[src/hw/fpwm_pkg.sv]
package fpwm_pkg;

  // ----------------------------------------------------------------
  // Register indices; byte address is four times the index
  // ----------------------------------------------------------------
  localparam logic [7:0] IDX_BHVR1 = 8'h36; // Channel-1 behaviour
  localparam logic [7:0] IDX_CFG1 = 8'h40;  // Global configuration 1
  localparam logic [7:0] IDX_SPAN1 = 8'h5F; // Remote 1 span/rate
  localparam logic [7:0] IDX_SPAN2 = 8'h60; // Local span/rate
  localparam logic [7:0] IDX_SPAN3 = 8'h61; // Remote 2 span/rate
  localparam int ADDR_W = 12;
  localparam logic [11:0] A_BHVR1 = {2'h0, IDX_BHVR1, 2'h0};
  localparam logic [11:0] A_CFG1 = {2'h0, IDX_CFG1, 2'h0};
  localparam logic [11:0] A_SPAN1 = {2'h0, IDX_SPAN1, 2'h0};
  localparam logic [11:0] A_SPAN2 = {2'h0, IDX_SPAN2, 2'h0};
  localparam logic [11:0] A_SPAN3 = {2'h0, IDX_SPAN3, 2'h0};

  // ----------------------------------------------------------------
  // Reset values and field positions
  // ----------------------------------------------------------------
  localparam logic [7:0] SPAN_RST = 8'hC4;
  localparam logic [7:0] BHVR_RST = 8'h00;
  localparam logic [7:0] CFG1_RST = 8'h00;
  localparam int LOCK_BIT = 1;  // Config 1: lock
  localparam int SUBST_BIT = 4; // Behaviour: substitute mode
  localparam int ALT_BIT = 3;   // Behaviour: alternative set
  localparam int BAND_BIT = 3;  // Span/rate: high-frequency mode
  localparam int RATE_LSB = 0;  // Span/rate: low rate code [2:0]
  localparam int SPAN_LSB = 4;  // Span/rate: span code [7:4]

  // ----------------------------------------------------------------
  // Timing
  // ----------------------------------------------------------------
  localparam longint CLK_HZ = 125_000_000;
  // Base tick: 176.4 Hz times 256 duty steps, in milli-hertz
  localparam longint LF_BASE_MHZ = 176_400;
  localparam longint LF_TICK_CYC = (CLK_HZ * 1000) / (LF_BASE_MHZ * 256);
  localparam longint HF_LOW_RATE_CODE_HZ = 22_000;
  localparam longint HF_STEP_CYC = CLK_HZ / (HF_LOW_RATE_CODE_HZ * 256);
  localparam logic [11:0] LF_TICK_LIM = 12'(LF_TICK_CYC - 1);
  localparam logic [11:0] HF_STEP_LIM = 12'(HF_STEP_CYC - 1);

  // Base ticks per duty step for each low rate code
  function automatic logic [4:0] rate_div(input logic [2:0] code);
    case (code)
      3'h0: rate_div = 5'h10; // 11.0 Hz
      3'h1: rate_div = 5'h0C; // 14.7 Hz
      3'h2: rate_div = 5'h08; // 22.1 Hz
      3'h3: rate_div = 5'h06; // 29.4 Hz
      3'h4: rate_div = 5'h05; // 35.3 Hz
      3'h5: rate_div = 5'h04; // 44.1 Hz
      3'h6: rate_div = 5'h03; // 58.8 Hz
      default: rate_div = 5'h02; // 88.2 Hz
    endcase
  endfunction

  // 256 divided by the span in degrees, rounded
  function automatic logic [7:0] span_recip(input logic [3:0] code);
    case (code)
      4'h0: span_recip = 8'h80; // 2
      4'h1: span_recip = 8'h66; // 2.5
      4'h2: span_recip = 8'h4D; // 3.33
      4'h3: span_recip = 8'h40; // 4
      4'h4: span_recip = 8'h33; // 5
      4'h5: span_recip = 8'h26; // 6.67
      4'h6: span_recip = 8'h20; // 8
      4'h7: span_recip = 8'h1A; // 10
      4'h8: span_recip = 8'h13; // 13.33
      4'h9: span_recip = 8'h10; // 16
      4'hA: span_recip = 8'h0D; // 20
      4'hB: span_recip = 8'h0A; // 26.67
      4'hC: span_recip = 8'h08; // 32
      4'hD: span_recip = 8'h06; // 40
      4'hE: span_recip = 8'h05; // 53.33
      default: span_recip = 8'h03; // 80
    endcase
  endfunction

endpackage

[src/hw/fpwm_chan.sv]
`timescale 1ns/1ps
`default_nettype none

module fpwm_chan
  import fpwm_pkg::*;
(
  // Clock and reset
  input wire logic pclk,
  input wire logic presetn,
  // Channel setup and sensor
  input wire logic [7:0] cfg,
  input wire logic [7:0] temp,
  input wire logic [7:0] tmin,
  input wire logic [7:0] duty_min,
  // Drive
  output logic [7:0] duty_r,
  output logic pwm_r
);

  // ----------------------------------------------------------------
  // Step timing
  // ----------------------------------------------------------------
  logic band;          // High-frequency mode
  logic [11:0] pre_lim; // Prescaler limit
  logic [4:0] sub_lim;  // Ticks per step minus one
  logic [11:0] pre_r;
  logic [4:0] sub_r;
  logic [7:0] step_r;
  logic pre_end;
  logic sub_end;

  assign band = cfg[BAND_BIT];
  assign pre_lim = band ? HF_STEP_LIM : LF_TICK_LIM;
  // Rate code only counts in low-frequency mode
  assign sub_lim = band ? 5'h00 :
    rate_div(cfg[RATE_LSB +: 3]) - 5'h01;
  // Compare with >= so a smaller limit after a mode change recovers
  assign pre_end = pre_r >= pre_lim;
  assign sub_end = sub_r >= sub_lim;

  // Prescaler, divider and duty step counters
  always_ff @(posedge pclk or negedge presetn) begin
    if (!presetn) begin
      pre_r <= 12'h000;
      sub_r <= 5'h00;
      step_r <= 8'h00;
    end else begin
      pre_r <= pre_end ? 12'h000 : pre_r + 12'h001;
      if (pre_end) begin
        sub_r <= sub_end ? 5'h00 : sub_r + 5'h01;
      end
      if (pre_end && sub_end) begin
        step_r <= step_r + 8'h01;
      end
    end
  end

  // ----------------------------------------------------------------
  // Duty ramp over the span
  // ----------------------------------------------------------------
  logic [7:0] diff;   // Degrees above start
  logic [15:0] frac;  // Fraction of span, 8 fraction bits
  logic [7:0] head;   // Room above minimum
  logic [7:0] span_end; // Whole degrees where full duty starts
  logic [7:0] frac_lo;  // Fraction held below one
  logic [15:0] ramp;
  logic full;
  logic [7:0] duty_nxt;
  logic pwm_nxt;

  // Span rounded up to whole degrees
  function automatic logic [7:0] span_deg(input logic [3:0] code);
    case (code)
      4'h0: span_deg = 8'h02; // 2
      4'h1: span_deg = 8'h03; // 2.5
      4'h2: span_deg = 8'h04; // 3.33
      4'h3: span_deg = 8'h04; // 4
      4'h4: span_deg = 8'h05; // 5
      4'h5: span_deg = 8'h07; // 6.67
      4'h6: span_deg = 8'h08; // 8
      4'h7: span_deg = 8'h0A; // 10
      4'h8: span_deg = 8'h0E; // 13.33
      4'h9: span_deg = 8'h10; // 16
      4'hA: span_deg = 8'h14; // 20
      4'hB: span_deg = 8'h1B; // 26.67
      4'hC: span_deg = 8'h20; // 32
      4'hD: span_deg = 8'h28; // 40
      4'hE: span_deg = 8'h36; // 53.33
      default: span_deg = 8'h50; // 80
    endcase
  endfunction

  assign diff = (temp > tmin) ? temp - tmin : 8'h00;
  assign frac = diff * span_recip(cfg[SPAN_LSB +: 4]);
  // The reciprocal is rounded down for some spans, so the product
  // alone would miss full duty at the far end; compare whole degrees
  assign span_end = span_deg(cfg[SPAN_LSB +: 4]);
  assign full = diff >= span_end;
  // A rounded-up reciprocal may pass one just below the span end
  assign frac_lo = (frac[15:8] != 8'h00) ? 8'hFF : frac[7:0];
  assign head = 8'hFF - duty_min;
  assign ramp = head * frac_lo;
  // Minimum at start, full duty at start plus span
  assign duty_nxt = full ? 8'hFF : duty_min + ramp[15:8];
  // Full scale duty holds the output high all period
  assign pwm_nxt = (duty_r == 8'hFF) || (step_r < duty_r);

  // Duty and output flops
  always_ff @(posedge pclk or negedge presetn) begin
    if (!presetn) begin
      duty_r <= 8'h00;
      pwm_r <= 1'b0;
    end else begin
      duty_r <= duty_nxt;
      pwm_r <= pwm_nxt;
    end
  end
endmodule

`default_nettype wire

[src/hw/fpwm_top.sv]
// Functional notes
// - Three span/rate registers, one per channel
// - Each register resets to its default
// - Lock bit makes them read-only
// - Bits 2:0 select low-frequency rate
// - Rate code ignored in high-frequency mode
// - Bit 3 selects high or low band
// - Bits 7:4 select temperature span
// - Substitute mode forces channel 1 alternative
`timescale 1ns/1ps
`default_nettype none

module fpwm_top
  import fpwm_pkg::*;
(
  // Clock and reset
  input wire logic pclk,
  input wire logic presetn,
  // APB slave
  input wire logic psel,
  input wire logic penable,
  input wire logic pwrite,
  input wire logic [11:0] paddr,
  input wire logic [31:0] pwdata,
  output logic [31:0] prdata,
  output logic pready,
  output logic pslverr,
  // Sensor readings, whole degrees
  input wire logic [7:0] temp_remote1,
  input wire logic [7:0] temp_local,
  input wire logic [7:0] temp_remote2,
  // Per-channel start temperature and minimum duty, ch1 low
  input wire logic [23:0] tmin_all,
  input wire logic [23:0] duty_min_all,
  // Fan side
  output logic [2:0] fan_drive_output,
  output logic [2:0] rate_band_select,
  output logic alt_behaviour_ch1,
  output logic cfg_locked
);

  // ----------------------------------------------------------------
  // Register storage
  // ----------------------------------------------------------------
  logic [7:0] span_r [3]; // Span/rate, one per channel
  logic [7:0] bhvr_r;     // Channel-1 behaviour
  logic [7:0] cfg1_r;     // Global configuration 1
  logic pready_r;
  logic pslverr_r;
  logic [31:0] prdata_r;
  logic alt_r;
  logic wrote_r;          // Any span write taken since reset

  // ----------------------------------------------------------------
  // Address decode
  // ----------------------------------------------------------------
  wire hit_span1 = paddr == A_SPAN1;
  wire hit_span2 = paddr == A_SPAN2;
  wire hit_span3 = paddr == A_SPAN3;
  wire hit_bhvr = paddr == A_BHVR1;
  wire hit_cfg1 = paddr == A_CFG1;
  wire hit_span = hit_span1 | hit_span2 | hit_span3;
  wire hit_any = hit_span | hit_bhvr | hit_cfg1;

  // Lock state; once set it holds until reset
  wire locked = cfg1_r[LOCK_BIT];

  // Setup cycle and completing access
  wire setup = psel & ~penable;
  wire access = psel & penable & pready_r;
  wire wr_acc = access & pwrite;

  // Per-register write enables
  wire wr_span1 = wr_acc & hit_span1 & ~locked;
  wire wr_span2 = wr_acc & hit_span2 & ~locked;
  wire wr_span3 = wr_acc & hit_span3 & ~locked;
  wire wr_bhvr = wr_acc & hit_bhvr & ~locked;
  wire wr_cfg1 = wr_acc & hit_cfg1;
  wire [2:0] wr_span = {wr_span3, wr_span2, wr_span1};

  // Lock bit is sticky so software cannot unlock itself
  wire [7:0] cfg1_nxt = pwdata[7:0] | (cfg1_r & (8'h01 << LOCK_BIT));

  // ----------------------------------------------------------------
  // Read mux; unmapped words read as zero
  // ----------------------------------------------------------------
  wire [7:0] rd_byte =
    hit_span1 ? span_r[0] :
    hit_span2 ? span_r[1] :
    hit_span3 ? span_r[2] :
    hit_bhvr ? bhvr_r :
    hit_cfg1 ? cfg1_r : 8'h00;
  wire [31:0] rdata_w = {24'h000000, rd_byte};

  // ----------------------------------------------------------------
  // APB handshake: one wait-free access phase per transfer
  // ----------------------------------------------------------------
  // Ready and data set up in the setup cycle so they come from flops
  always_ff @(posedge pclk or negedge presetn) begin
    if (!presetn) begin
      pready_r <= 1'b0;
      pslverr_r <= 1'b0;
      prdata_r <= 32'h00000000;
    end else begin
      pready_r <= setup;
      // Unmapped addresses answer with an error
      pslverr_r <= setup & ~hit_any;
      if (setup) begin
        // Read data only for reads; writes return zero
        prdata_r <= pwrite ? 32'h00000000 : rdata_w;
      end
    end
  end

  // ----------------------------------------------------------------
  // Span/rate registers
  // ----------------------------------------------------------------
  // Writes while locked are dropped with no error, as software
  // expects a silent no-effect write
  always_ff @(posedge pclk or negedge presetn) begin
    if (!presetn) begin
      for (int i = 0; i < 3; i++) begin
        span_r[i] <= SPAN_RST;
      end
    end else begin
      for (int i = 0; i < 3; i++) begin
        if (wr_span[i]) begin
          span_r[i] <= pwdata[7:0];
        end
      end
    end
  end

  // ----------------------------------------------------------------
  // Behaviour and configuration registers
  // ----------------------------------------------------------------
  // Host keeps behaviour bits zero while substituting; not enforced
  always_ff @(posedge pclk or negedge presetn) begin
    if (!presetn) begin
      bhvr_r <= BHVR_RST;
      cfg1_r <= CFG1_RST;
    end else begin
      if (wr_bhvr) begin
        bhvr_r <= pwdata[7:0];
      end
      if (wr_cfg1) begin
        cfg1_r <= cfg1_nxt;
      end
    end
  end

  // Substitute mode forces the alternative set on channel 1
  wire alt_nxt = bhvr_r[ALT_BIT] | bhvr_r[SUBST_BIT];

  // Status flops
  always_ff @(posedge pclk or negedge presetn) begin
    if (!presetn) begin
      alt_r <= 1'b0;
      wrote_r <= 1'b0;
    end else begin
      alt_r <= alt_nxt;
      wrote_r <= wrote_r | (|wr_span);
    end
  end

  // ----------------------------------------------------------------
  // Channels: sensor pairing remote 1, local, remote 2
  // ----------------------------------------------------------------
  logic [7:0] temp_w [3];
  logic [7:0] duty_w [3];
  logic [2:0] pwm_w;

  assign temp_w[0] = temp_remote1;
  assign temp_w[1] = temp_local;
  assign temp_w[2] = temp_remote2;

  for (genvar g = 0; g < 3; g++) begin : g_chan
    fpwm_chan u_chan (
      .pclk(pclk),
      .presetn(presetn),
      .cfg(span_r[g]),
      .temp(temp_w[g]),
      .tmin(tmin_all[8*g +: 8]),
      .duty_min(duty_min_all[8*g +: 8]),
      .duty_r(duty_w[g]),
      .pwm_r(pwm_w[g])
    );
  end

  // ----------------------------------------------------------------
  // Outputs, all from flops
  // ----------------------------------------------------------------
  assign prdata = prdata_r;
  assign pready = pready_r;
  assign pslverr = pslverr_r;
  assign fan_drive_output = pwm_w;
  assign rate_band_select = {span_r[2][BAND_BIT], span_r[1][BAND_BIT],
    span_r[0][BAND_BIT]};
  assign alt_behaviour_ch1 = alt_r;
  assign cfg_locked = cfg1_r[LOCK_BIT];
endmodule

`default_nettype wire

[config.mk]
export PLATFORM = sky130hd
export DESIGN_NAME = fpwm_top
export DESIGN_NICKNAME = d
export VERILOG_FILES = /design/src/hw/fpwm_pkg.sv /design/src/hw/fpwm_chan.sv /design/src/hw/fpwm_top.sv
export SDC_FILE = /design/constraint.sdc
export NUM_CORES = 1
export LEC_CHECK = 0
export BUFFER_PORTS_ARGS = -buffer_cell sky130_fd_sc_hd__buf_2
export CORE_MARGIN = 2
export CORE_UTILIZATION = 47
export DETAILED_ROUTE_END_ITERATION = 6
export PLACE_DENSITY = 0.67
export SLEW_MARGIN = 20
export SYNTH_ARGS = -nofsm -noshare
export SYNTH_HDL_FRONTEND = slang
export SYNTH_SLANG_ARGS = --single-unit
export TNS_END_PERCENT = 5
[constraint.sdc]
create_clock -name pclk -period 12.01 [get_ports pclk]
set_input_delay 1.8015 -clock pclk [delete_from_list [all_inputs] [get_ports pclk]]
set_output_delay 1.8015 -clock pclk [all_outputs]
set_load 0.02 [all_outputs]
# After elaboration in Yosys (flattened, before gate mapping)
# Memories as Yosys holds them, arrays and structs flattened.
# Cells that the tools add are included.
# op_classes
addsub	21
n_mul	6
n_lt_le_gt_ge	15
n_eq_ne	26
muxes	30
n_bitwise	23
reduce_logical	12
# op_table
cell	n
$mux 8	15
$pmux 5 s7	3
$mul 8x8->16	6
$mux 12	6
$eq 12x9->1 const B	4
$add 12x1->12 const B	3
$ge 12x12->1	3
$mux 5	6
$eq 3x3->1 const B	9
$add 8x1->8 const B	3
$add 8x8->8	3
$eq 8x8->1 const B	3
$ge 8x8->1	3
$gt 8x8->1	3
$lt 8x8->1	3
$reduce_bool 8->1	3
$sub 8x8->8	3
$sub 8x8->8 const A	3
$eq 3x2->1 const B	6
$add 5x1->5 const B	3
$ge 5x5->1	3
$sub 5x1->5 const B	3
$and 1x1->1	14
$eq 12x8->1 const B	1
other kinds (7)	21
# totals
regBits	177
rom_bits	720
input_bits	121
out_inout_bits	42
elab_cells	163
memories	6
# memory_table
name	depth	word_bits	read_ports	rd_ports_with_merged_regs	wr	line	rtl
(no name shown)	16	8	1	0	0	fpwm_pkg.sv:59	case (code)
(no name shown)	16	8	1	0	0	fpwm_pkg.sv:59	
(no name shown)	16	8	1	0	0	fpwm_pkg.sv:59	
(no name shown)	16	7	1	0	0	fpwm_chan.sv:73	case (code)
(no name shown)	16	7	1	0	0	fpwm_chan.sv:73	
(no name shown)	16	7	1	0	0	fpwm_chan.sv:73	

# Logic depth before layout (Yosys ltp)
# logic_depth
depth_word	8
depth_mapped	57
mapped_depth_nobuf	54

# Modules after synthesis
# From an unflattened synthesis, not the netlist that was laid out.
# unflattened
hier_cells	2795
area_unflattened_um2	23925.4
# modules_own_cells
mod	instances	cells_each	area_each_um2	seq_area_each_um2
fpwm_chan at g_chan[2].u_chan	1	869	7111.8	850.8
fpwm_chan at g_chan[0].u_chan	1	835	7055.5	850.8
fpwm_chan at g_chan[1].u_chan	1	835	7039.3	850.8
fpwm_top	1	256	2718.9	1287.5

# Worst setup path before layout
# OpenSTA, ideal clock, no wires.
# synth_path
path_kind	in2reg
from	in temp_remote2[0]
to	reg g_chan[2].u_chan.duty_r[7]
setup_time_ns	0.131
arrival_time_ns	13.214
required_ns	11.879
slack_ns	-1.335
path_stages	50
n_path_buf	3
cell_sequence	inv_1 > ha_1 > inv_1 > fa_1 > a21oi_1 > o211a_1 > nor2_1 > o21a_1 > o32a_1 > clkbuf_1 > and2_1 > clkbuf_1 > nand2_1 > fa_1 > inv_1 > fa_1 > inv_1 > fa_1 > (+14 left out) > fa_1 > fa_1 > ha_1 > o21ai_0 > o21bai_1 > a21o_1 > a21o_1 > nor3_1 > a2111oi_1 > nor2_1 > ha_1 > a21oi_1 > nor2_1 > o21ai_0 > nand2b_1 > xnor2_1 > xnor2_1 > nand2_1
# synth_between
elab_chain_cells	8
word_cells_on_any_way	10
cone_classes	add/sub (2); mul (2); order compare (2); mux (3); reduce/logical (1)
# synth_rtl
item	line	rtl
start: declaration	fpwm_top.sv:31	input wire logic [7:0] temp_remote2,
$sub 8x8->8 / $gt 8x8->1 (equally long branches)	fpwm_chan.sv:93	assign diff = (temp > tmin) ? temp - tmin : 8'h00;
$mux 8 *	fpwm_chan.sv:93	
$mul 8x8->16	fpwm_chan.sv:94	assign frac = diff * span_recip(cfg[SPAN_LSB +: 4]);
$reduce_bool 8->1	fpwm_chan.sv:100	assign frac_lo = (frac[15:8] != 8'h00) ? 8'hFF : frac[7:0];
$mux 8	fpwm_chan.sv:100	
$mul 8x8->16	fpwm_chan.sv:102	assign ramp = head * frac_lo;
$add 8x8->8	fpwm_chan.sv:104	assign duty_nxt = full ? 8'hFF : duty_min + ramp[15:8];
$mux 8 *	fpwm_chan.sv:104	
named net g_chan[2].u_chan.duty_nxt[7]	fpwm_chan.sv:68	logic [7:0] duty_nxt;
end signal: assignment	fpwm_chan.sv:114	duty_r <= duty_nxt;
end: declaration	fpwm_chan.sv:16	output logic [7:0] duty_r,
# Mark *: on every way through the listed nets, which the timed path passes. The rest lies on a longest branch.
# A chain may end at the register's enable or synchronous reset.

# Worst setup path in the final report
# Ends and elaborated chain as after synthesis.

==> summary.md <==
| Metric | Value |
|---|---|
| Sequential element share of the synthesized area | 0.163 |
| Top Family by Delay on Critical Path | adder cells |
| Mean post-synth cell area | around 8.4 um2 |
| CTS tree | yes |
| Post-synth EDFFs | 0 |
| DRC violations left | 0 |
| Clock Skew | around 0.012 ns |
| DRT iter0 DRCs | 1,067 |
| Synth Flop Type | dfrtp_1 |
| Startpoint types | input pin |
| Synthesis-to-layout area growth | 22.6% |
| Slew margin rel. | 0.309 |
| Most frequent cells in the layout | 415 x inv_1, 353 x buf_4, 342 x ha_1 |
| Die area | 0.0518 mm2 |
| Max-Cap Viols | 0 |
| Max stage delay cell, worst path | fa_1 |
| CP Buf/Inv Count | 10 |
| Gr ovfl total | 0 |
| Setup WS pre-CTS | -1.17 ns |
| Mapped Cells | roughly 2,800 |
| Yosys top cell by area | ha_1 |
| Largest net degree at the start of global routing | 80 |
| Worst endpoint required time | about 12 ns |
| GRT Overall Usage | 0.217 |
| H-Tree Depth | 4 |
| TNS Setup | -1.66 ns |
| Post-synth top area share | 0.193 |
| DIE HEIGHT | roughly 230 um |
| Layout Nets | a little under 4,000 |
| Post-CTS Hold Buffers | 0 |
| Period utilization | 1.03 |
| Most common cell after layout, fill and taps aside | inv_1 |
| CTS sink count | roughly 150 |
| Ys async rst share | 1.00 |
| Final WS setup | -0.410 ns |
| IO Pins | around 160 |
| Row Count | approximately 80 |
| Core box area | slightly below 0.05 mm2 |
| Num CTS Buffers | 17 |
| Nature of the critical path endpoint | flop |
| Initial core utilization | 0.478 |
| Crit-path max cell delay | 0.60 ns |
| Post-Syn Area | 0.0235 mm2 |
| Synthesis-stage register bit count | approximately 150 |
| Antenna-violating nets left | 0 |
| Post-synth cell types | 71 |
| Share of post-route cells with drive strength above 1 | 0.234 |
| Slew @ Worst Pin | roughly 1.0 ns |
| First-pass GRT wire length | between 90,000 and 100,000 um |
| RSZ-0062 raised after global routing | yes |
| Worst-path clk slew | ~0.070 ns |
| Synth warn | 0 |
| Port Buf Inserts | approximately 110 |
| Vias/cell | about 5.2 |
| CP max FO | 8 |
| Detailed-route via count | 20,100 |
| Final Slew Violations | 0 |
| Die width | approximately 230 um |
| CTS Buffer Depth | 2 |
| Largest cells by area after synthesis | ha_1 19%, fa_1 19%, dfrtp_1 15% |
| Failing checks | negative setup slack |
| Post-DP HPWL | around 44,000 um |
| Initial antenna violation count | 2 |
| Final setup fails | 10 |
| Vias in the first global route | 20,600 |
| Endpoints failing hold | 0 |
| Highest Clock Rate | slightly above 0.08 GHz |
| Crit Path Category | input pin to flop |
| First-pass detailed-route iteration total | 5 |
| Wire per inst | approximately 14 um |
| Clock Latency Late Sink | ~0.43 ns |
| Most frequent CP cell | fa_1 |
| HP Class | flop to flop |
| Design area | ~0.029 mm2 |
| Fin crit period | 12.42 ns |
| Critical path data arrival time | ~13 ns |
| Root buf cell | clkbuf_16 |
| Gp weighted congestion | approximately 0.9 |
| Dpl cell area | around 0.027 mm2 |
| Total Wirelength | roughly 55,000 um |
| Status | finished with violations |
-- per-layer routing --
layer | up-vias | share of wire | track usage
li1 | 9940 | - | -
met1 | 9755 | 0.46 | 0.285
met2 | 344 | 0.49 | 0.385
met3 | 50 | 0.035 | 0.0270
met4 | 2 | 0.012 | 0.0396
met5 | - | 0.00018 | 0
-- repair_timing --
| item | in CTS | in global routing |
|---|---|---|
| resized for setup | 77 | 51 |
| pin swaps | 66 | 70 |
| gates cloned | 0 | 0 |
| setup buffers | 28 | 12 |
| endpoints found under the setup margin | 16 | 20 |
-- metrics by stage --
stage	std cells	util	hold WS [ns]
floorplan	2815	-	0.449
global placement	3815	0.557	0.463
detailed placement	3815	0.557	0.471
CTS	3875	0.580	0.485
global route	3889	0.586	0.515
finish	3889	0.586	0.482
-- synth_stat cells, types with 7 or more instances --
cell,count
or2_2,40
a21oi_1,117
xor2_1,44
nand3b_1,10
o21a_1,18
nor2_1,338
nor4_1,11
a21o_1,39
mux2_2,38
buf_4,30
fa_1,219
a31oi_1,14
clkbuf_1,55
nand2b_1,48
and3_1,48
o211ai_1,14
inv_1,431
and2_1,12
dfstp_2,9
nand2_1,235
nor3_1,31
o21bai_1,15
o21ai_0,126
nand4_1,21
xnor2_1,74
nand3_1,55
or3_1,11
mux2i_1,10
ha_1,363
buf_1,12
dfrtp_1,144
nor2b_1,52
a211oi_1,9
o22ai_1,8
and3b_1,7
-- state kept, by name (all words and copies together), names as in the netlist --
register and count:
alt_behaviour_ch1 1, bhvr_r 8, cfg1_r 8, g_chan.u_chan.duty_r 24, g_chan.u_chan.pre_r 36, g_chan.u_chan.pwm_r 3
g_chan.u_chan.step_r 24, g_chan.u_chan.sub_r 15, prdata 8, pready 1, pslverr 1, rate_band_select 3
span_r 21
-- kinds of logic after synthesis --
logic type,count (synthesis),share of synthesized area
AO/OA/AOI/OAI,415,0.110
XOR/XNOR,118,0.0440
adder cells (fa/ha/maj),582,0.380
buffers and inverters,529,0.0893
flip-flops,153,0.163
multiplexers,51,0.0253
other,2,0.000320
AND/OR/NAND/NOR,940,0.188
-- path summary, 6_finish.rpt --
kind	cells after the start	start	slack, ns	endpoint
setup reg to reg	44	span_r[5]	0.64	g_chan[2].u_chan.duty_r[7]
hold reg to reg	1	g_chan[1].u_chan.step_r[7]	0.48	g_chan[1].u_chan.step_r[7]
max in group asynchronous	2	presetn	9.21	g_chan[1].u_chan.step_r[7]
min in group asynchronous	1	presetn	1.39	g_chan[0].u_chan.pre_r[10]
hold / removal	1	g_chan[1].u_chan.step_r[7]	0.48	g_chan[1].u_chan.step_r[7]
setup / recovery	50	temp_remote2[0]	-0.41	g_chan[2].u_chan.duty_r[7]
-- final cells by class --
| type | count | area [um2] |
|---|---|---|
| Clock inverter | 15 | 170 |
| Tap cell | 664 | 831 |
| Antenna cell | 1 | 2.50 |
| Inverter | 431 | 1630 |
| Multi-Input combinational cell | 2133 | 18500 |
| Sequential cell | 153 | 3840 |
| Timing Repair Buffer | 475 | 3360 |
| Fill cell | 4273 | 20400 |
| Clock buffer | 17 | 425 |
Power is left out: the tool's default activity adds up to more than one toggle a clock period on the data nets, which glitch-free logic cannot reach.
